[src/logic/cvword_regs.svh]
/*
 * register offsets, field positions, reset values and selector codes of the
 * converter data-word block.
 * assumes a 16-bit register port; offsets are word indices on that port.
 */
`ifndef CVWORD_REGS_SVH
`define CVWORD_REGS_SVH

`define CVW_ADDR_W          4
`define CVW_OFF_CTRL        4'h0
`define CVW_OFF_DATA        4'h4
`define CVW_OFF_STATUS      4'h6

`define CVW_DATA_RESET      16'h0000
`define CVW_CTRL_RESET      16'h0000
`define CVW_CODE_MSB        11
`define CVW_CODE_W          12
`define CVW_UNUSED_LSB      12

`define CVW_CTRL_RES_BIT    12
`define CVW_CTRL_LSEL_HI    11
`define CVW_CTRL_LSEL_LO    10
`define CVW_CTRL_FMT_BIT    4
`define CVW_CTRL_ENC_BIT    1
`define CVW_LSEL_IMMEDIATE  2'h0

`define CVW_SYNC_STAGES     3

`endif

[src/logic/cvword_pkg.sv]
/*
 * types shared by the converter data-word block.
 * assumes cvword_regs.svh for numeric constants.
 */
package cvword_pkg;

   typedef enum logic {
      CVW_RES_12 = 1'b0,
      CVW_RES_8  = 1'b1
   } cvword_res_t;

   typedef enum logic {
      CVW_FMT_BINARY = 1'b0,
      CVW_FMT_TWOS   = 1'b1
   } cvword_fmt_t;

   typedef struct packed {
      cvword_res_t resolution;
      cvword_fmt_t format;
      logic [1:0]  load_trigger_select;
      logic        conversion_enable;
   } cvword_ctrl_t;

   typedef struct packed {
      logic [11:0] code;
      logic        sign;
      logic        load;
   } cvword_core_t;

endpackage : cvword_pkg

[src/logic/cvword_sync.sv]
/*
 * three-flop synchroniser with agreement filter for a level from a pin.
 * assumes i_d is asynchronous to i_clk.
 */
`timescale 1ns/1ps
`include "cvword_regs.svh"

module cvword_sync (
   input  wire logic i_clk,
   input  wire logic i_rst,
   input  wire logic i_ce,
   input  wire logic i_d,
   output logic      o_q
);

   logic [`CVW_SYNC_STAGES-1:0] stage_reg;
   logic [`CVW_SYNC_STAGES-1:0] stage_next;
   logic                        q_reg;
   logic                        q_next;

   // stage 0 feeds stage 1 only; the filter watches stages 1 and 2
   always_comb begin
      stage_next = stage_reg;
      q_next     = q_reg;
      if (i_ce) begin
         stage_next = {stage_reg[`CVW_SYNC_STAGES-2:0], i_d};
         if (stage_reg[1] == stage_reg[2]) begin
            q_next = stage_reg[2];
         end
      end
   end

   always_ff @(posedge i_clk or posedge i_rst) begin
      if (i_rst) begin
         stage_reg <= '0;
         q_reg     <= 1'b0;
      end else begin
         stage_reg <= stage_next;
         q_reg     <= q_next;
      end
   end

   assign o_q = q_reg;

endmodule : cvword_sync

[src/logic/cvword_top.sv]
/*
 * data-word register of a 12-bit converter channel, with the resolution,
 * format and load-trigger selections it needs, and the latch feeding the core.
 * assumes a single-cycle register port and an external trigger pin that idles
 * low; pin pulses shorter than two clocks may be lost in the synchroniser.
 * the core is expected to take o_core_code while o_core_load is high, and
 * every output leaves straight from a flop.
 */
// The address map and the address-and-strobe port were chosen for this implementation.
// Behaviour
// upper four data bits read zero and never reach the converter core.
// bits 11..0 hold the readable, writable code, cleared at reset.
// 12-bit binary: code right-justified, bit 11 is most significant.
// 12-bit two's complement: right-justified, bit 11 is the sign.
// 8-bit binary: bit 7 most significant, bits 11..8 ignored.
// 8-bit two's complement: bit 7 is sign, bits 11..8 ignored.
// resolution select zero means 12-bit, one means 8-bit.
// format select zero means straight binary, one two's complement.
// trigger select zero loads the latch on write, ignoring conversion enable.
// writes to the four upper data bits are discarded.
`timescale 1ns/1ps
`include "cvword_regs.svh"

module cvword_top (
   input  wire logic                      i_clk,
   input  wire logic                      i_rst,
   input  wire logic                      i_ce,
   input  wire logic [`CVW_ADDR_W-1:0]    i_addr,
   input  wire logic [15:0]               i_wdata,
   input  wire logic                      i_wr,
   input  wire logic                      i_rd,
   input  wire logic                      i_trigger,
   output logic      [15:0]               o_rdata,
   output logic      [11:0]               o_core_code,
   output logic                           o_core_sign,
   output logic                           o_core_load
);

   ////////////////////////////////////////////////////////////////////////////
   // decode

   function automatic logic hit(input logic [`CVW_ADDR_W-1:0] a,
                                input logic [`CVW_ADDR_W-1:0] off);
      hit = (a == off);
   endfunction : hit

   // unmapped indices fall through: writes dropped, reads answer zero
   logic wr_ctrl;
   logic wr_data;
   assign wr_ctrl = i_ce && i_wr && hit(i_addr, `CVW_OFF_CTRL);
   assign wr_data = i_ce && i_wr && hit(i_addr, `CVW_OFF_DATA);

   ////////////////////////////////////////////////////////////////////////////
   // trigger pin, synchronised then edge-detected

   logic trig_sync;
   logic trig_prev_reg;
   logic trig_prev_next;
   logic trig_rise;

   cvword_sync u_trig_sync (
      .i_clk (i_clk),
      .i_rst (i_rst),
      .i_ce  (i_ce),
      .i_d   (i_trigger),
      .o_q   (trig_sync)
   );

   // edge reaches the latch four to five clocks after the pin rises
   // prev flop resets low to match the idle pin, so reset makes no false edge
   assign trig_rise = trig_sync && !trig_prev_reg;

   ////////////////////////////////////////////////////////////////////////////
   // registers

   cvword_pkg::cvword_ctrl_t ctrl_reg;
   cvword_pkg::cvword_ctrl_t ctrl_next;
   logic [11:0]              code_reg;
   logic [11:0]              code_next;
   logic [11:0]              latch_reg;
   logic [11:0]              latch_next;
   logic                     load_reg;
   logic                     load_next;
   logic                     pending_reg;
   logic                     pending_next;
   logic [15:0]              rdata_reg;
   logic [15:0]              rdata_next;
   logic                     do_load;

   // triggered modes need conversion enable; immediate mode loads on write
   // a write and a pin edge in one cycle load the written word only once
   always_comb begin
      do_load = 1'b0;
      if (ctrl_reg.load_trigger_select == `CVW_LSEL_IMMEDIATE) begin
         do_load = wr_data;
      end else if (ctrl_reg.conversion_enable && i_ce) begin
         do_load = (ctrl_reg.load_trigger_select == 2'h1) ? wr_data : trig_rise;
      end
   end

   always_comb begin
      ctrl_next      = ctrl_reg;
      code_next      = code_reg;
      latch_next     = latch_reg;
      load_next      = load_reg;
      pending_next   = pending_reg;
      trig_prev_next = trig_prev_reg;
      rdata_next     = rdata_reg;
      // clock enable low holds everything, read data and load pulse included
      if (i_ce) begin
         load_next      = 1'b0;
         rdata_next     = 16'h0000;
         trig_prev_next = trig_sync;
         if (wr_ctrl) begin
            ctrl_next.resolution          = cvword_pkg::cvword_res_t'(i_wdata[`CVW_CTRL_RES_BIT]);
            ctrl_next.format              = cvword_pkg::cvword_fmt_t'(i_wdata[`CVW_CTRL_FMT_BIT]);
            ctrl_next.load_trigger_select = i_wdata[`CVW_CTRL_LSEL_HI:`CVW_CTRL_LSEL_LO];
            ctrl_next.conversion_enable   = i_wdata[`CVW_CTRL_ENC_BIT];
         end
         if (wr_data) begin
            code_next    = i_wdata[`CVW_CODE_MSB:0];
            pending_next = 1'b1;
         end
         if (do_load) begin
            // new written value wins over the old one in the same cycle
            latch_next   = wr_data ? i_wdata[`CVW_CODE_MSB:0] : code_reg;
            load_next    = 1'b1;
            pending_next = 1'b0;
         end
         if (i_rd) begin
            unique case (i_addr)
               `CVW_OFF_CTRL: begin
                  rdata_next[`CVW_CTRL_RES_BIT] = ctrl_reg.resolution;
                  rdata_next[`CVW_CTRL_FMT_BIT] = ctrl_reg.format;
                  rdata_next[`CVW_CTRL_LSEL_HI:`CVW_CTRL_LSEL_LO] = ctrl_reg.load_trigger_select;
                  rdata_next[`CVW_CTRL_ENC_BIT] = ctrl_reg.conversion_enable;
               end
               `CVW_OFF_DATA: begin
                  rdata_next = {4'h0, code_reg};
               end
               // bit 12: written but not yet loaded; bits 11..0: the latch
               `CVW_OFF_STATUS: begin
                  rdata_next = {3'h0, pending_reg, latch_reg};
               end
               default: begin
                  rdata_next = 16'h0000;
               end
            endcase
         end
      end
   end

   always_ff @(posedge i_clk or posedge i_rst) begin
      if (i_rst) begin
         ctrl_reg      <= '0;
         code_reg      <= 12'h000;
         latch_reg     <= 12'h000;
         load_reg      <= 1'b0;
         pending_reg   <= 1'b0;
         trig_prev_reg <= 1'b0;
         rdata_reg     <= `CVW_DATA_RESET;
      end else begin
         ctrl_reg      <= ctrl_next;
         code_reg      <= code_next;
         latch_reg     <= latch_next;
         load_reg      <= load_next;
         pending_reg   <= pending_next;
         trig_prev_reg <= trig_prev_next;
         rdata_reg     <= rdata_next;
      end
   end

   ////////////////////////////////////////////////////////////////////////////
   // core code: right-justified, masked and offset per mode, sign on its own output

   // two's complement becomes offset binary by flipping the sign bit;
   // eight-bit mode masks bits 11..8 so they never reach the core
   function automatic cvword_pkg::cvword_core_t core_map(input cvword_pkg::cvword_ctrl_t c,
                                                         input logic [11:0]              v,
                                                         input logic                     ld);
      cvword_pkg::cvword_core_t r;
      r.load = ld;
      // sign output rises only in two's complement mode
      if (c.resolution == cvword_pkg::CVW_RES_8) begin
         r.code = {4'h0, v[7:0]};
         r.sign = (c.format == cvword_pkg::CVW_FMT_TWOS) && v[7];
         if (c.format == cvword_pkg::CVW_FMT_TWOS) begin
            r.code[7] = ~v[7];
         end
      end else begin
         r.code = v;
         r.sign = (c.format == cvword_pkg::CVW_FMT_TWOS) && v[`CVW_CODE_MSB];
         if (c.format == cvword_pkg::CVW_FMT_TWOS) begin
            r.code[`CVW_CODE_MSB] = ~v[`CVW_CODE_MSB];
         end
      end
      return r;
   endfunction : core_map

   cvword_pkg::cvword_core_t core_reg;
   cvword_pkg::cvword_core_t core_next;

   // built from next-state values, so code and load pulse land together
   always_comb begin
      core_next = core_map(ctrl_next, latch_next, load_next);
   end

   always_ff @(posedge i_clk or posedge i_rst) begin
      if (i_rst) begin
         core_reg <= '0;
      end else begin
         core_reg <= core_next;
      end
   end

   assign o_core_code = core_reg.code;
   assign o_core_sign = core_reg.sign;
   assign o_core_load = core_reg.load;
   assign o_rdata     = rdata_reg;

endmodule : cvword_top

[config.mk]
export PLATFORM = sky130hd
export DESIGN_NAME = cvword_top
export DESIGN_NICKNAME = d
export VERILOG_FILES = /design/src/logic/cvword_pkg.sv /design/src/logic/cvword_sync.sv /design/src/logic/cvword_top.sv
export VERILOG_INCLUDE_DIRS = /design/src /design/src/logic
export SDC_FILE = /design/constraint.sdc
export NUM_CORES = 1
export LEC_CHECK = 0
export ABC_CLOCK_PERIOD_IN_PS = 2000
export BUFFER_PORTS_ARGS = -buffer_cell sky130_fd_sc_hd__buf_2
export CAP_MARGIN = 5
export CORE_ASPECT_RATIO = 0.7
export CORE_UTILIZATION = 53
export CTS_CLUSTER_SIZE = 28
export DETAILED_ROUTE_END_ITERATION = 12
export PLACE_DENSITY = 0.79
export SLEW_MARGIN = 0
export SYNTH_ARGS = -nofsm -noshare
export SYNTH_HDL_FRONTEND = slang
export SYNTH_SLANG_ARGS = --single-unit
[constraint.sdc]
create_clock -name i_clk -period 2 [get_ports i_clk]
set_clock_uncertainty 0.2 [all_clocks]
set_input_delay 0.4 -clock i_clk [delete_from_list [all_inputs] [get_ports i_clk]]
set_output_delay 0.4 -clock i_clk [all_outputs]
set_load 0.01 [all_outputs]
## Word level (Yosys, flattened, before mapping)

Cells that the tools add are included.

| storage, ports and cells | value |
|---|---|
| bits in registers | 65 |
| input bits | 26 |
| output and inout bits | 30 |

| cells by class | value |
|---|---|
| bitwise gates (word level) | 2 |
| muxes and demuxes | 21 |
| reductions and logical operators | 14 |
| equal/unequal tests | 4 |

Operators with widths:

| kind | count |
|---|---|
| $mux W12 | 3 |
| $mux W13 | 2 |
| $mux W5 | 2 |
| $pmux W5 S2 | 1 |
| $pmux W3 S3 | 1 |
| $eq A4 B3 Y1 const B | 2 |
| $mux W1 | 8 |
| $logic_and A1 B1 Y1 | 7 |
| $pmux W1 S3 | 2 |
| $reduce_and A2 Y1 | 3 |
| $logic_not A4 Y1 | 1 |
| $pmux W2 S2 | 1 |
| $eq A2 B1 Y1 const B | 1 |
| $logic_not A2 Y1 | 1 |
| $not A1 Y1 | 2 |
| $pmux W1 S2 | 1 |
| $reduce_bool A2 Y1 | 1 |
| $eq A1 B1 Y1 | 1 |
| $logic_not A1 Y1 | 1 |

## Logic depth before layout (Yosys ltp)

Gate-level depths: netlist of the first run.

| logic depth | value |
|---|---|
| depth in word-level cells | 10 |
| depth in mapped cells | 7 |

## Hierarchy

A second synthesis of the first run with hierarchy kept.

| unflattened totals | value |
|---|---|
| cell total of the unflattened synthesis | 214 |
| area total of the unflattened synthesis | 2431.1 sq um |

By module, submodules not included:

| module | cells an instance | area an instance (sq um) | times used | sequential area each (sq um) |
|---|---|---|---|---|
| cvword_top | 201 | 2272.2 | 1 | 1276.2 |
| cvword_sync | 13 | 158.9 | 1 | 100.1 |

## Worst setup path after synthesis of the first run

OpenSTA, ideal clock, no wires.

| path | value |
|---|---|
| path kind | input-to-reg |
| start | in i_addr[3] |
| end | reg core_reg (netlist bit o_core_code[8]) |
| cell stages on the path | 6 |
| path slack | 0.005 ns |
| data arrival time | 1.676 ns |
| library setup time | 0.119 ns |
| path buffers | 1 |
| cell sequence | nand4bb_1 > or2_1 > buf_6 > mux2_4 > mux2_2 > and2_1 |

RTL lines:

| element | RTL line | text |
|---|---|---|
| from (decl) | cvword_top.sv:28 | `` input wire logic [`CVW_ADDR_W-1:0] i_addr, `` |
| to (signal assigned) | cvword_top.sv:212 | `core_reg <= core_next;` |
| to (decl) | cvword_top.sv:200 | `cvword_pkg::cvword_core_t core_reg;` |

==> flow_metrics.env, run 1 <==
export IMPL_grt_pass1_wl_um=8400
export IMPL_rows=20
export IMPL_yosysTopAreaCellShare_pct=55.9
export IMPL_yosysTopAreaCell="dfrtp_1"
export IMPL_fin_nets=307
export IMPL_cpMaxStageDelayCell="or2_4"
export IMPL_seqCellArea_um2=1380
export IMPL_initial_core_util_pct=55.9
export IMPL_criticalPathCategory="in2reg"
export IMPL_max_cap_violations=0
export IMPL_min_period_over_period_pct=96.6
export IMPL_vias=1768
export IMPL_antenna_cells=0
export IMPL_min_delay_start="i_wdata[2]"
export IMPL_crit_fanout=6
export IMPL_endpoint_kind="register"
export IMPL_avgSynthCellArea_um2=11.1
export IMPL_rsz0062_at_grt="no"
export IMPL_synth_cells=222
export IMPL_dpl_cell_area_um2=2830
export IMPL_vdd_ir_drop_max_mv=0.610
export IMPL_r2r_start="ctrl_reg[2]"
export IMPL_final_common_cell="dfrtp_1"
export IMPL_min_period_ns=1.93
export IMPL_dp_cells=328
export IMPL_first_pass_iters=4
export IMPL_die_h_um=59.0
export IMPL_hold_viol_final=0
export IMPL_ant_nets=0
export IMPL_numPortBuffers=49
export IMPL_syn_area_um2=2460
export IMPL_final_max_slew_viol_count=0
export IMPL_cts_buffers=5
export IMPL_wl_per_cell_um=14.8
export IMPL_root_buffer="clkbuf_8"
export IMPL_grt_overflow_total=0
export IMPL_drt_total_wl_um=4970
export IMPL_grt_usage_pct=22.4
export IMPL_fillCellCount=360
export IMPL_syn2layout_area_growth_pct=19.3
export IMPL_whs_endpoint="code_reg[2]"
export IMPL_ys_types=35
export IMPL_antenna_found_initial=0
export IMPL_clock_sinks=55
export IMPL_place_hpwl_um=3600
export IMPL_rrSetupSlack_ns=0.14
export IMPL_worst_ep_required_time_ns=2.00
export IMPL_grt_pass1_vias=1727
export IMPL_arrival_ns=1.93
export IMPL_avgViaCountPerCell=5.26
export IMPL_die_area_um2=4930
export IMPL_post_cts_buffers=0
export IMPL_final_cell_mix="dfrtp_1, buf_2, nand2_1"
export IMPL_status="complete, no violations"
export IMPL_gp_congestion=0.872
export IMPL_die_width_um=83.5
export IMPL_synth_edf_count=0
export IMPL_drc=0
export IMPL_synthTopCellsByArea="dfrtp_1, mux2_2, nand2_1, buf_4, inv_1"
export IMPL_clock_latency_ns=0.30
export IMPL_synth_async_reset_ratio_pct=100
export IMPL_ys_warn_count=0
export IMPL_r2r_cells=6
export IMPL_ios=56
export IMPL_cellLeakagePower_nw=1.52
export IMPL_largest_reg_flops=13
export IMPL_tns_ns=0
export IMPL_drt_iter0_drc=65
export IMPL_drive_gt1_share_pct=40.9
export IMPL_r2r_end="o_core_code[5]"
export IMPL_cts_tree="built"
export IMPL_final_cell_area_um2=2940
export IMPL_synth_main_ff_cell="dfrtp_1"
export IMPL_synth_seq_cells=55
export IMPL_timing_fmax_mhz=518
export IMPL_final_cells=336
export IMPL_clkTransAtPathRegs_ns=0.09
export IMPL_seq_area_frac_synth_pct=55.9
export IMPL_max_stage_delay_ns=0.37
export IMPL_worstSetupStartpointType="input pin"
export IMPL_htreeDepth=2
export IMPL_finalSetupViolCount=0
export IMPL_core_region_area_um2=4400
export IMPL_hold_path_depth=3
export IMPL_grt_max_degree=56
export IMPL_multiInputGateArea_um2=903
export IMPL_cts_buffer_depth=2
export IMPL_hold_path_class="in2reg"
export IMPL_cellPowerDensity_nw_per_um2=998
export IMPL_crit_chain="buf_2 -> nand4bb_1 -> or2_4 -> mux2_4 -> mux2_2 -> and2_1"
[per-layer routing]
metal | global-route usage, % | part of all wire (%) | vias to the layer above
li1 | - | - | 848
met1 | 32.9 | 49 | 845
met2 | 34.4 | 43 | 68
met3 | 4.60 | 6.1 | 7
met4 | 6.54 | 1.1 | 0
met5 | 0 | 0 | -
[power by group]
group	internal (mW)	leakage, nW	total, mW	switching [mW]
registers	1.37	0.716	1.52	0.153
logic	0.422	0.757	0.809	0.387
clock network	0.272	0.0470	0.604	0.331
[worst max-delay path, delay by kind of cell]
kind                   cells  cell delay, ns
and+or+nand+nor            3            0.83
muxes                      2            0.59
buffers and inverters      1            0.10
[worst max path at each step]
stage / start / endpoint
finish: i_addr[3] / o_core_code[8]
global route: i_addr[3] / o_core_code[9]
CTS: i_addr[3] / o_core_code[9]
detailed placement: i_addr[3] / o_core_code[8]
global placement: i_addr[3] / o_core_code[8]
floorplan: i_addr[3] / o_core_code[8]
[cell usage after synthesis, drive strengths merged (2+ instances only)]
cell,n
a22oi,2
nand2,28
o21ai,12
nand2b,3
mux2i,6
a21oi,3
nand3,8
buf,16
o22ai,7
nor2,9
clkbuf,5
a31oi,5
inv,20
dfrtp,55
mux2,29
and2,3
[logic make-up after synthesis]
logic type | synth area share [%]
AO/OA/AOI/OAI | 7.93
XOR/XNOR | 0.356
buffers and inverters | 8.23
flip-flops | 55.9
multiplexers | 16.7
other | 0.152
AND/OR/NAND/NOR | 10.8
[stage by stage]
| step | setup WS, ns | power, mW | utilization (%) | hold slack [ns] |
|---|---|---|---|---|
| detailed placement | -0.298 | 2.34 | 64.2 | 0.275 |
| CTS | 0.0280 | 2.95 | 66.4 | 0.105 |
| global route | 0.00398 | 3.12 | 66.7 | 0.106 |
| floorplan | 0.00516 | 2.08 | - | 0.258 |
| finish | 0.0686 | 2.93 | 66.7 | 0.113 |
| global placement | -0.253 | 2.30 | 64.2 | 0.269 |
[final cells by class]
cell class / instances / share of cell area [%]
tap: 55 / 2.34
sequential: 55 / 46.9
inverter: 20 / 2.56
clock buffer: 6 / 2.81
clock inverter: 1 / 0.170
multi-input combinational: 128 / 30.7
timing repair buffer: 71 / 14.5
[what timing repair did]
action / in CTS / in global routing
endpoints found under the setup margin: 0 / 10
hold buffers: 1 / 0
endpoints found under the hold margin: 55 / 0
resized for setup: 0 / 4
Note: power is estimated with default switching activity, not from simulation.
==> inputs of run 2 (changes only) <==
CORE_MARGIN = 2   (was default)
CORE_UTILIZATION = 55   (was 53)
CTS_BUF_LIST = sky130_fd_sc_hd__clkbuf_4   (was default)
MAX_ROUTING_LAYER = met4   (was default)
PLACE_DENSITY = 0.81   (was 0.79)
==> flow_metrics.env, run 2 (same netlist as run 1, synthesis figures left out) <==
export IMPL_status="complete, no violations"
export IMPL_antenna_found_initial=0
export IMPL_cts_buffers=5
export IMPL_place_ws_ns=-0.297
export IMPL_dpl_cell_area_um2=2830
export IMPL_gp_congestion=0.785
export IMPL_grt_usage_pct=22.7
export IMPL_cellLeakagePower_nw=1.50
export IMPL_min_period_ns=1.89
export IMPL_hold_path_depth=3
export IMPL_grt_max_degree=56
export IMPL_die_width_um=84.0
export IMPL_worstSetupStartpointType="register"
export IMPL_path_buf_inv=1
export IMPL_cts_tree="built"
export IMPL_antenna_cells=0
export IMPL_final_common_cell="dfrtp_1"
export IMPL_whs_endpoint="code_reg[3]"
export IMPL_ant_nets=0
export IMPL_dp_cells=329
export IMPL_cp_num_cells=6
export IMPL_crit_chain="a2bb2oi_1 -> a21oi_1 -> o21ai_1 -> buf_4 -> mux2_2 -> and2_1"
export IMPL_rsz0062_at_grt="no"
export IMPL_final_max_slew_viol_count=0
export IMPL_final_cells=338
export IMPL_final_cell_mix="dfrtp_1, buf_2, nand2_1"
export IMPL_ios=56
export IMPL_crit_start="ctrl_reg[2]"
export IMPL_arrival_ns=1.98
export IMPL_final_cell_area_um2=2900
export IMPL_core_region_area_um2=4330
export IMPL_fin_ws_ns=0.111
export IMPL_timing_fmax_mhz=529
export IMPL_drt_total_wl_um=4980
export IMPL_hold_viol_final=0
export IMPL_r2r_cells=6
export IMPL_crit_fanout=6
export IMPL_min_period_over_period_pct=94.4
export IMPL_r2r_end="o_core_code[8]"
export IMPL_r2r_start="ctrl_reg[2]"
export IMPL_hold_path_class="in2reg"
export IMPL_vdd_ir_drop_max_mv=0.628
export IMPL_root_buffer="clkbuf_4"
export IMPL_min_delay_start="i_wdata[3]"
export IMPL_max_cap_violations=0
export IMPL_syn2layout_area_growth_pct=17.8
export IMPL_grt_pass1_vias=1727
export IMPL_die_h_um=60.0
export IMPL_largest_reg_flops=13
export IMPL_drt_iter0_drc=79
export IMPL_post_cts_buffers=0
export IMPL_cts_buffer_depth=2
export IMPL_place_hpwl_um=3640
export IMPL_finalSetupViolCount=0
export IMPL_clkTransAtPathRegs_ns=0.16
export IMPL_fin_nets=308
export IMPL_tns_ns=0
export IMPL_htreeDepth=2
export IMPL_wl_per_cell_um=14.7
export IMPL_avgViaCountPerCell=5.23
export IMPL_first_pass_iters=4
export IMPL_worst_ep_required_time_ns=2.09
export IMPL_cp_top_family="flip-flops"
export IMPL_endpoint_kind="register"
export IMPL_clock_latency_ns=0.37
export IMPL_cellPowerDensity_nw_per_um2=963
export IMPL_grt_pass1_wl_um=8350
export IMPL_drive_gt1_share_pct=39.6
export IMPL_criticalPathCategory="reg2reg"
export IMPL_rrSetupSlack_ns=0.11
export IMPL_max_stage_delay_ns=0.45
export IMPL_numPortBuffers=49
export IMPL_initial_core_util_pct=56.9
export IMPL_drc=0
export IMPL_clock_sinks=55
export IMPL_cpMaxStageDelayCell="dfrtp_1"
export IMPL_grt_overflow_total=0
export IMPL_rows=20
export IMPL_die_area_um2=5040
export IMPL_vias=1767
-- run 2: cell count changes in the layout (fill, tap and decap cells not counted) --
cell,delta
clkinvlp_4,+1
or2_1,+1
or2_4,-1
dfrtp_2,-1
or3_1,+1
or3_4,-1
clkbuf_8,-6
dfrtp_1,+1
clkinv_1,+2
buf_4,+1
clkbuf_4,+5
clkinv_2,-1
-- run 2: where the power goes --
part	switching, mW	total [mW]	internal, mW
registers	0.146	1.51	1.36
clock network	0.347	0.477	0.130
logic	0.389	0.807	0.419
-- run 2: worst max path at each step --
stage / end
2_1_floorplan: o_core_code[8]
6_report: o_core_code[8]
3_3_place_gp: o_core_code[9]
5_1_grt: o_core_code[7]
4_1_cts: o_core_code[11]
3_5_place_dp: o_core_code[9]
-- run 2: area by class of cell --
| type | instances | area, um^2 |
|---|---|---|
| Timing Repair Buffer | 72 | 433 |
| Sequential cell | 55 | 1380 |
| Inverter | 20 | 75.1 |
| Tap cell | 55 | 68.8 |
| Clock buffer | 5 | 37.5 |
| Clock inverter | 3 | 15.0 |
| Multi-Input combinational cell | 128 | 896 |
| Fill cell | 358 | 1430 |
-- run 2: stage by stage --
stage	util, %	hold slack (ns)	power (mW)
floorplan	-	0.258	2.08
global placement	65.5	0.267	2.29
detailed placement	65.5	0.272	2.33
CTS	66.9	0.0259	2.80
global route	67.0	0.00482	2.97
finish	67.0	0.0382	2.79
-- run 2: per-layer routing --
layer / vias to the layer above / GRT usage [%] / part of all wire [%]
met5: - / - / 0
met4: 0 / 7.37 / 0.54
met3: 6 / 5.52 / 4.7
met2: 43 / 35.5 / 46
met1: 869 / 29.8 / 49
li1: 849 / - / -
-- run 2: repair_timing --
item / CTS / global route
endpoints found under the setup margin: 0 / 2
resized for setup: 0 / 1
hold buffers: 1 / 0
hold endpoints to repair: 55 / 0
-- run 2: worst register-to-register path, cell delays in order, from the launching register on --
cell and delay (ns):
dfrtp_1 0.45, a2bb2oi_1 0.18, a21oi_1 0.07, o21ai_1 0.18
buf_4 0.22, mux2_2 0.35, and2_1 0.16
